## config.mk

```make
export PLATFORM = sky130hd
export DESIGN_NAME = pra_arbiter
export DESIGN_NICKNAME = d
export VERILOG_FILES = /design/src/rtl/pra_pkg.sv /design/src/rtl/pra_arbiter.sv /design/src/rtl/pra_retry_mask.sv
export VERILOG_INCLUDE_DIRS = /design/src /design/src/rtl
export SDC_FILE = /design/constraint.sdc
export NUM_CORES = 1
export LEC_CHECK = 0
export ABC_AREA = 1
export BUFFER_PORTS_ARGS = -buffer_cell sky130_fd_sc_hd__buf_4
export CAP_MARGIN = 10
export CORE_ASPECT_RATIO = 1.5
export CORE_MARGIN = 2
export CORE_UTILIZATION = 60
export DETAILED_ROUTE_END_ITERATION = 6
export PLACE_DENSITY = 0.85
export SETUP_SLACK_MARGIN = 0.05
export SYNTH_ARGS = -nofsm -noshare
export SYNTH_HDL_FRONTEND = slang
export SYNTH_HIERARCHICAL = 1
export SYNTH_SLANG_ARGS = --single-unit
```

## constraint.sdc

```tcl
create_clock -name pclk -period 7.1 [get_ports pclk]
set_input_delay 0 -clock pclk [delete_from_list [all_inputs] [get_ports pclk]]
set_output_delay 0 -clock pclk [all_outputs]
set_load 0.005 [all_outputs]
```

## src/rtl/pra_params.svh

```systemverilog
`ifndef PRA_PARAMS_SVH
`define PRA_PARAMS_SVH

// register indices; byte address is four times the index
`define PRA_IDX_RETRY_CTRL   8'h43
`define PRA_IDX_POLICY_CTRL  8'h44
`define PRA_IDX_STATUS       8'h45
`define PRA_ADDR_W           12

// retry_mask_control fields
`define PRA_RST_RETRY_CTRL   8'h80
`define PRA_RM_GRANT_EMPTY   7
`define PRA_RM_RSVD_ONE      6
`define PRA_RM_EN_HI         5
`define PRA_RM_EN_LO         3
`define PRA_RM_LEN_HI        2
`define PRA_RM_LEN_LO        1
`define PRA_RM_HOLD          0

// arbitration_policy_control fields
`define PRA_RST_POLICY_CTRL  8'h00
`define PRA_PC_ALT           7
`define PRA_PC_FIX_HI        6
`define PRA_PC_FIX_LO        4
`define PRA_PC_ROT_HI        2
`define PRA_PC_ROT_LO        0
`define PRA_PC_WMASK         8'hF7

// timing in pci clocks
`define PRA_MASK_16          7'd16
`define PRA_MASK_32          7'd32
`define PRA_MASK_64          7'd64
`define PRA_FRAME_WAIT       5'd16
`define PRA_HOLD_EXTRA       2'd2

`endif

```

## src/rtl/pra_pkg.sv

```systemverilog
package pra_pkg;
	typedef enum logic [2:0] {
		PRA_IDLE  = 3'b000,
		PRA_GRANT = 3'b001,
		PRA_BUSY  = 3'b010,
		PRA_FLUSH = 3'b011,
		PRA_CPU   = 3'b100
	} pra_state_t;

	typedef logic [1:0] pra_line_t;
endpackage

```

## src/rtl/pra_arbiter.sv

```systemverilog
`include "pra_params.svh"

module pra_arbiter (
	// clock and reset
	input  wire logic                   pclk,
	input  wire logic                   presetn,
	// apb slave
	input  wire logic                   psel,
	input  wire logic                   penable,
	input  wire logic                   pwrite,
	input  wire logic [`PRA_ADDR_W-1:0] paddr,
	input  wire logic [31:0]            pwdata,
	output logic [31:0]                 prdata,
	output logic                        pready,
	output logic                        pslverr,
	// pci pins, asynchronous
	input  wire logic [2:0]             req_n,
	input  wire logic                   frame_n,
	input  wire logic                   irdy_n,
	output logic [2:0]                  gnt_n,
	// processor side, same clock
	input  wire logic                   cpu_req,
	output logic                        cpu_gnt,
	input  wire logic                   pci_retry,
	input  wire logic                   buffers_empty,
	output logic                        xbus_hold
);
	import pra_pkg::*;

	// synchronisers: req_n[2:0], frame_n, irdy_n
	logic [4:0] sync1_ff;
	logic [4:0] sync2_ff;

	// reset to the idle high level so no false request follows reset
	always_ff @(posedge pclk or negedge presetn) begin
		if (!presetn) begin
			sync1_ff <= 5'h1F;
			sync2_ff <= 5'h1F;
		end else begin
			sync1_ff <= {irdy_n, frame_n, req_n};
			sync2_ff <= sync1_ff;
		end
	end

	logic [2:0] req_s;
	logic       frame_s;
	logic       irdy_s;
	assign req_s   = ~sync2_ff[2:0];
	assign frame_s = ~sync2_ff[3];
	assign irdy_s  = ~sync2_ff[4];

	// registers
	logic [7:0] retry_ctrl_ff;
	logic [7:0] policy_ctrl_ff;
	logic [7:0] status;
	logic [7:0] idx;
	logic       addr_ok;
	logic       wr_en;
	logic       wr_retry;
	logic       wr_policy;

	assign idx     = paddr[9:2];
	assign addr_ok = (paddr[11:10] == 2'b00) && (paddr[1:0] == 2'b00) &&
		(idx == `PRA_IDX_RETRY_CTRL || idx == `PRA_IDX_POLICY_CTRL ||
		 idx == `PRA_IDX_STATUS);
	assign wr_en     = psel && penable && pwrite;
	assign wr_retry  = wr_en && addr_ok && idx == `PRA_IDX_RETRY_CTRL;
	assign wr_policy = wr_en && addr_ok && idx == `PRA_IDX_POLICY_CTRL;
	assign pready    = 1'b1;
	assign pslverr   = psel && penable && !addr_ok;

	always_ff @(posedge pclk or negedge presetn) begin
		if (!presetn) begin
			retry_ctrl_ff <= `PRA_RST_RETRY_CTRL;
		end else if (wr_retry) begin
			retry_ctrl_ff <= pwdata[7:0] | (8'h01 << `PRA_RM_RSVD_ONE);
		end
	end

	always_ff @(posedge pclk or negedge presetn) begin
		if (!presetn) begin
			policy_ctrl_ff <= `PRA_RST_POLICY_CTRL;
		end else if (wr_policy) begin
			policy_ctrl_ff <= pwdata[7:0] & `PRA_PC_WMASK;
		end
	end

	always_ff @(posedge pclk or negedge presetn) begin
		if (!presetn) begin
			prdata <= 32'h0000_0000;
		end else if (psel && !penable && !pwrite && !addr_ok) begin
			// refused reads return zero, never a neighbour's value
			prdata <= 32'h0000_0000;
		end else if (psel && !penable && !pwrite) begin
			case (idx)
				`PRA_IDX_RETRY_CTRL:  prdata <= {24'h000000, retry_ctrl_ff};
				`PRA_IDX_POLICY_CTRL: prdata <= {24'h000000, policy_ctrl_ff};
				`PRA_IDX_STATUS:      prdata <= {24'h000000, status};
				default:              prdata <= 32'h0000_0000;
			endcase
		end
	end

	logic       alt_en;
	logic [2:0] fix_code;
	logic [2:0] rot_bits;
	logic [1:0] mask_len;
	logic [2:0] mask_en;
	logic       hold_en;
	assign alt_en   = policy_ctrl_ff[`PRA_PC_ALT];
	assign fix_code = policy_ctrl_ff[`PRA_PC_FIX_HI:`PRA_PC_FIX_LO];
	assign rot_bits = policy_ctrl_ff[`PRA_PC_ROT_HI:`PRA_PC_ROT_LO];
	assign mask_len = retry_ctrl_ff[`PRA_RM_LEN_HI:`PRA_RM_LEN_LO];
	assign mask_en  = retry_ctrl_ff[`PRA_RM_EN_HI:`PRA_RM_EN_LO];
	assign hold_en  = retry_ctrl_ff[`PRA_RM_HOLD];

	// fixed order table, packed highest first
	function automatic logic [5:0] fixed_order(input logic [2:0] code);
		case (code)
			3'b000:  fixed_order = {2'd0, 2'd1, 2'd2};
			3'b001:  fixed_order = {2'd1, 2'd0, 2'd2};
			3'b010:  fixed_order = {2'd0, 2'd2, 2'd1};
			3'b100:  fixed_order = {2'd1, 2'd2, 2'd0};
			3'b110:  fixed_order = {2'd2, 2'd1, 2'd0};
			3'b111:  fixed_order = {2'd2, 2'd0, 2'd1};
			// reserved codes fall back to the reset order
			default: fixed_order = {2'd0, 2'd1, 2'd2};
		endcase
	endfunction

	// state
	pra_state_t state_ff;
	pra_state_t nxt_state;
	pra_line_t  owner_ff;
	pra_line_t  nxt_owner;
	logic [5:0] ord_ff;
	logic [4:0] wait_ff;
	logic [1:0] ext_ff;
	logic       cpu_turn_ff;
	logic [2:0] masked;
	logic [2:0] eligible;
	logic       pick_ok;
	pra_line_t  pick;
	logic       retry_hit;

	assign eligible  = req_s & ~(masked & mask_en);
	assign retry_hit = pci_retry &&
		(state_ff == PRA_BUSY || state_ff == PRA_GRANT);

	// a new owner only once the write buffers have drained
	logic grant_ok;
	assign grant_ok = pick_ok && buffers_empty;

	// first eligible line in the live order
	always_comb begin
		pick_ok = 1'b0;
		pick    = 2'd0;
		for (int i = 0; i < 3; i++) begin
			if (!pick_ok && eligible[ord_ff[5-2*i -: 2]]) begin
				pick_ok = 1'b1;
				pick    = ord_ff[5-2*i -: 2];
			end
		end
	end

	// live priority order, rotated after grants
	logic [5:0] nxt_ord;
	always_comb begin
		nxt_ord = ord_ff;
		if (wr_policy) begin
			nxt_ord = fixed_order(
				pwdata[`PRA_PC_FIX_HI:`PRA_PC_FIX_LO]);
		end else if (state_ff == PRA_IDLE && nxt_state == PRA_GRANT &&
				rot_bits[pick]) begin
			// winner moves to the tail, others keep relative rank
			if (ord_ff[5:4] == pick) begin
				nxt_ord = {ord_ff[3:0], pick};
			end else if (ord_ff[3:2] == pick) begin
				nxt_ord = {ord_ff[5:4], ord_ff[1:0], pick};
			end
		end
	end

	always_ff @(posedge pclk or negedge presetn) begin
		if (!presetn) begin
			ord_ff <= {2'd0, 2'd1, 2'd2};
		end else begin
			ord_ff <= nxt_ord;
		end
	end

	// arbitration sequence
	always_comb begin
		nxt_state = state_ff;
		nxt_owner = owner_ff;
		case (state_ff)
			PRA_IDLE: begin
				if (alt_en) begin
					if (cpu_req && (cpu_turn_ff || !pick_ok)) begin
						nxt_state = PRA_CPU;
					end else if (grant_ok) begin
						nxt_state = PRA_GRANT;
						nxt_owner = pick;
					end
				end else if (cpu_req) begin
					nxt_state = PRA_CPU;
				end else if (grant_ok) begin
					nxt_state = PRA_GRANT;
					nxt_owner = pick;
				end
			end
			PRA_GRANT: begin
				if (frame_s) begin
					nxt_state = PRA_BUSY;
				end else if (wait_ff == `PRA_FRAME_WAIT - 5'd1 ||
						!req_s[owner_ff] || retry_hit) begin
					nxt_state = PRA_FLUSH;
				end
			end
			PRA_BUSY: begin
				// other requests ignored until the bus goes idle
				// a retry here masks and extends the hold; the master ends its frame
				if (!frame_s && !irdy_s) begin
					nxt_state = PRA_FLUSH;
				end
			end
			PRA_FLUSH: begin
				if (buffers_empty && ext_ff == 2'd0) begin
					nxt_state = PRA_IDLE;
				end
			end
			PRA_CPU: begin
				if (!cpu_req) begin
					nxt_state = PRA_IDLE;
				end
			end
			default: nxt_state = PRA_IDLE;
		endcase
	end

	always_ff @(posedge pclk or negedge presetn) begin
		if (!presetn) begin
			state_ff <= PRA_IDLE;
			owner_ff <= 2'd0;
		end else begin
			state_ff <= nxt_state;
			owner_ff <= nxt_owner;
		end
	end

	// frame wait counter for the grant window
	always_ff @(posedge pclk or negedge presetn) begin
		if (!presetn) begin
			wait_ff <= 5'd0;
		end else if (state_ff == PRA_GRANT) begin
			wait_ff <= wait_ff + 5'd1;
		end else begin
			wait_ff <= 5'd0;
		end
	end

	// cpu turn flag for alternation
	always_ff @(posedge pclk or negedge presetn) begin
		if (!presetn) begin
			cpu_turn_ff <= 1'b0;
		end else if (!alt_en) begin
			// a stale turn would let the cpu jump the queue later
			cpu_turn_ff <= 1'b0;
		end else if (state_ff == PRA_BUSY && nxt_state == PRA_FLUSH) begin
			cpu_turn_ff <= 1'b1;
		end else if (state_ff == PRA_CPU) begin
			cpu_turn_ff <= 1'b0;
		end
	end

	// hold extension after a retry
	always_ff @(posedge pclk or negedge presetn) begin
		if (!presetn) begin
			ext_ff <= 2'd0;
		end else if (retry_hit && hold_en) begin
			ext_ff <= `PRA_HOLD_EXTRA;
		end else if (ext_ff != 2'd0) begin
			ext_ff <= ext_ff - 2'd1;
		end
	end

	// one mask timer per request line
	logic [2:0] mask_start;
	assign mask_start = {3{retry_hit}} & mask_en &
		(3'h1 << owner_ff);
	genvar g;
	generate
		for (g = 0; g < 3; g++) begin : gen_mask
			pra_retry_mask u_mask (
				.pclk    (pclk),
				.presetn (presetn),
				.start   (mask_start[g]),
				.len     (mask_len),
				.masked  (masked[g])
			);
		end
	endgenerate

	// grant outputs from flops so pins never glitch
	logic [2:0] gnt_n_ff;
	logic       cpu_gnt_ff;
	logic       hold_ff;
	always_ff @(posedge pclk or negedge presetn) begin
		if (!presetn) begin
			gnt_n_ff   <= 3'h7;
			cpu_gnt_ff <= 1'b0;
			hold_ff    <= 1'b0;
		end else begin
			gnt_n_ff   <= (nxt_state == PRA_GRANT || nxt_state == PRA_BUSY) ?
				~(3'h1 << nxt_owner) : 3'h7;
			cpu_gnt_ff <= (nxt_state == PRA_CPU);
			hold_ff    <= (nxt_state == PRA_GRANT) || (nxt_state == PRA_BUSY)
				|| (retry_hit && hold_en) || (ext_ff > 2'd1);
		end
	end

	assign gnt_n     = gnt_n_ff;
	assign cpu_gnt   = cpu_gnt_ff;
	assign xbus_hold = hold_ff;
	// bit 2 is shared: owner bit 0 or the cpu state
	assign status    = {cpu_turn_ff, masked, owner_ff, state_ff[1:0]}
		| {5'h00, state_ff[2], 2'b00};
endmodule

```

## src/rtl/pra_retry_mask.sv

```systemverilog
`include "pra_params.svh"

module pra_retry_mask (
	// clock and reset
	input  wire logic       pclk,
	input  wire logic       presetn,
	// control
	input  wire logic       start,
	input  wire logic [1:0] len,
	// state
	output logic            masked
);
	logic [6:0] cnt_ff;
	logic [6:0] nxt_cnt;

	always_comb begin
		nxt_cnt = cnt_ff;
		if (start) begin
			case (len)
				2'b01:   nxt_cnt = `PRA_MASK_16;
				2'b10:   nxt_cnt = `PRA_MASK_32;
				2'b11:   nxt_cnt = `PRA_MASK_64;
				default: nxt_cnt = 7'h00;
			endcase
		end else if (cnt_ff != 7'h00) begin
			nxt_cnt = cnt_ff - 7'h01;
		end
	end

	always_ff @(posedge pclk or negedge presetn) begin
		if (!presetn) begin
			cnt_ff <= 7'h00;
		end else begin
			cnt_ff <= nxt_cnt;
		end
	end

	assign masked = (cnt_ff != 7'h00);
endmodule

```

==> impl_metrics.json <==
{
  "status": "complete, no violations",
  "holdWs_ns": 0.0220,
  "area_growth_pct": 16.8,
  "synth_area_leaders": "dfrtp_1 33%, nand2_1 11%, dfstp_2 9.0%",
  "timing.setup.tns_ns": 0,
  "fin_crit_sh_pct": 39.9,
  "initial_core_util_pct": 61.5,
  "antenna_found_initial": 0,
  "synth_top_family_by_area": "simple AND/OR/NAND/NOR gates",
  "clock_latency_ns": 0.33,
  "grt_pass1_wl_mm": 17.9,
  "instances_no_fill": 757,
  "tritoncts": "yes",
  "core-area_um2": 7610,
  "clk_pin_slew_ns": 0.06,
  "vias": 4142,
  "reg2reg_slack_ns": 4.27,
  "grt_max_degree": 79,
  "muxShareOfSynthArea_pct": 0.241,
  "grt_util_all_layers_pct": 25.9,
  "routedWlPerCell_um": 13.9,
  "max_cap_viol_count": 0,
  "cts_buffer_depth": 2,
  "setup_viol": 0,
  "path_max_fanout": 8,
  "dieWidth_um": 76.1,
  "dp_hpwl_mm": 7.86,
  "synth_area_um2": 4680,
  "cts_root_buf": "clkbuf_16",
  "synth_edf_count": 0,
  "die-height_um": 112,
  "ant_nets": 0,
  "first_iter_violations": 295,
  "ys_seq_elements": 78,
  "fin_ws_ns": 4.27,
  "synth_fa_ha_area_share_pct": 2.30,
  "synth-xor-area-share_pct": 1.10,
  "drcViolationCount": 0,
  "ys_seq_area_share_pct": 42.1,
  "htreeDepth": 3,
  "grt.overflow.total": 0,
  "final_max_slew_viol_count": 0,
  "numCtsBuffers": 9,
  "min_path_type": "in -> reg",
  "drive_above_1_share_pct": 21.7,
  "totalWireLength_mm": 10.5,
  "slew_headroom_pct": 36.7,
  "postSynthAreaPerCell_um2": 8.04,
  "ys.flop_type": "dfrtp_1",
  "cp.arrival_ns": 3.05,
  "leakage_uw": 0.00277,
  "fmax_mhz": 353,
  "post_cts.repair.setup_buffers": 0,
  "startpoint_type": "register",
  "syn_inst": 582,
  "num-fill-cells": 609,
  "end_kind": "register",
  "critPathRequiredTime_ns": 7.32,
  "ys_types": 45,
  "clock-sinks": 78,
  "synth_top_area_share_pct": 33.1,
  "p_per_area_nw_per_um2": 213,
  "async_reset_ff_share_pct": 100,
  "worstMarginPinSlew_ns": 0.950,
  "grt_pass1_vias": 4078,
  "rsz0062_at_grt": "false",
  "place_inst": 725,
  "diodes": 0,
  "io_pins": 96,
  "ir_worst_vdd_uv": 288,
  "gp_congestion": 0.946,
  "worst-setup-path-type": "reg -> reg",
  "portBuffers": 46,
  "nNetsFinal": 715,
  "synthSimpleGateAreaFrac_pct": 31.2,
  "synth_compound_area_share_pct": 11.6,
  "dieArea_um2": 8540,
  "ys_warn_count": 6,
  "fin_skew_ns": 0.00778,
  "finalHoldViolations": 0,
  "period_needed_ns": 2.83,
  "yosysTopAreaCell": "dfrtp_1",
  "viasPerCell": 5.47,
  "place_ws_ns": 4.29,
  "drtPass1Iterations": 7,
  "row_count": 39
}
-- cells by family (layout without fill, tap and decap cells) --
logic type,after synthesis,count (layout)
other,2,25
adders and majority gates,8,8
buffers and inverters,112,162
DFF,78,78
xor gates and xnor gates,5,5
AOI/OAI and AO/OA,87,87
muxes,1,1
and+or+nand+nor,289,289
-- final cells by class --
class	count	area (um2)	area share, %
Clock buffer	13	260	4.76
Clock inverter	3	18.8	0.343
Inverter	82	308	5.63
Multi-Input combinational cell	415	2270	41.5
Sequential cell	78	1970	36.1
Tap cell	102	128	2.33
Timing Repair Buffer	64	515	9.43
-- flip-flops by register name, summed over array words and instances (netlist names) --
register / cells
xbus_hold: 1
cpu_turn_ff: 1
wait_ff: 5
ext_ff: 2
gnt_n: 3
sync2_ff: 5
owner_ff: 2
prdata: 8
state_ff: 3
ord_ff: 6
retry_ctrl_ff: 8
sync1_ff: 5
gen_mask.u_mask/cnt_ff: 21
policy_ctrl_ff: 7
cpu_gnt: 1
-- Yosys cell counts (2+ instances only) --
cell and count:
or2_1 2, nand3_4 6, o21a_1 2, xor2_1 4
nand3b_1 3, dfrtp_1 62, nor3_1 5, o31ai_1 3
nor2_4 4, buf_2 2, nand2_1 133, nand4_1 5
o22ai_1 6, o21ai_2 8, nor2_1 37, dfstp_2 16
buf_4 26, ha_1 7, inv_1 67, nor2_2 4
o211ai_1 4, a21oi_1 14, nor4_1 3, inv_2 15
a221oi_1 4, o21ai_0 27, nand2_2 9, o21ai_1 15
conb_1 2, nand3_2 6, nand2_4 4, nand3_1 64
-- power breakdown --
part | leakage [uW] | total (uW) | internal [uW] | switching [uW]
Combinational | 0.00165 | 229 | 87.4 | 141
Sequential | 0.000984 | 513 | 485 | 28.2
Clock | 0.000140 | 426 | 255 | 171
Total | 0.00277 | 1170 | 827 | 340
-- stage by stage --
stage                     utilization (%)  instance area [um2]  total power [uW]
after detailed placement             66.1                 5030               742
after global placement               66.1                 5030               729
after CTS                            71.8                 5460              1180
final                                71.8                 5470              1170
after floorplan                         -                 4770               672
after global routing                 71.8                 5470              1230
-- path summary, 6_finish.rpt --
| path | to | start | depth (start not counted) |
|---|---|---|---|
| setup reg to reg | ord_ff[3] | gen_mask[2].u_mask/cnt_ff[0] | 19 |
| min in group asynchronous | gen_mask[2].u_mask/cnt_ff[3] | presetn | 2 |
| hold / removal | policy_ctrl_ff[6] | pwdata[6] | 3 |
| max in group asynchronous | policy_ctrl_ff[5] | presetn | 2 |
| setup / recovery | ord_ff[3] | gen_mask[2].u_mask/cnt_ff[0] | 19 |
| hold reg to reg | sync2_ff[3] | sync1_ff[3] | 0 |
-- layout by cell type, fill, tap and decap left out, types with 4 or more instances in the layout --
cell type / instances
nand2_1: 133
inv_1: 67
nand3_1: 64
dfrtp_1: 62
buf_4: 48
nor2_1: 37
o21ai_0: 27
conb_1: 25
dfstp_2: 16
inv_2: 15
o21ai_1: 15
dlygate4sd3_1: 15
a21oi_1: 14
nand2_2: 9
clkbuf_16: 9
o21ai_2: 8
ha_1: 7
nand3_2: 6
o22ai_1: 6
nand3_4: 6
nand4_1: 5
nor3_1: 5
nand2_4: 4
o211ai_1: 4
nor2_2: 4
a221oi_1: 4
nor2_4: 4
xor2_1: 4
-- repair_timing --
action	in CTS	in global routing
endpoints found under the hold margin	87	0
resized for setup	0	0
hold buffers	15	0
-- per-layer routing --
layer / GRT usage [%] / vias to the layer above / part of all wire, %
met5: 0 / - / 0
met4: 12.1 / 0 / 3.6
met3: 4.66 / 34 / 3.6
met2: 48.9 / 136 / 56
met1: 27.8 / 1984 / 37
li1: - / 1988 / -
-- worst max-delay path, cell delays in order, from the launching register on --
cell and delay, ns:
dfrtp_1 0.35, inv_1 0.17, ha_1 0.26, nand3_4 0.11, nor2_4 0.14, nand2_1 0.21
a21oi_4 0.25, nand3_1 0.10, nand2_1 0.13, nand3_2 0.10, nor2_2 0.19, nor2_4 0.07
inv_2 0.08, nand2_1 0.07, nand2_1 0.08, nand2_1 0.08, nand2_4 0.11, nand2_2 0.09
nand2_1 0.06, nand2_1 0.05
(Power assumes the default switching activity.)
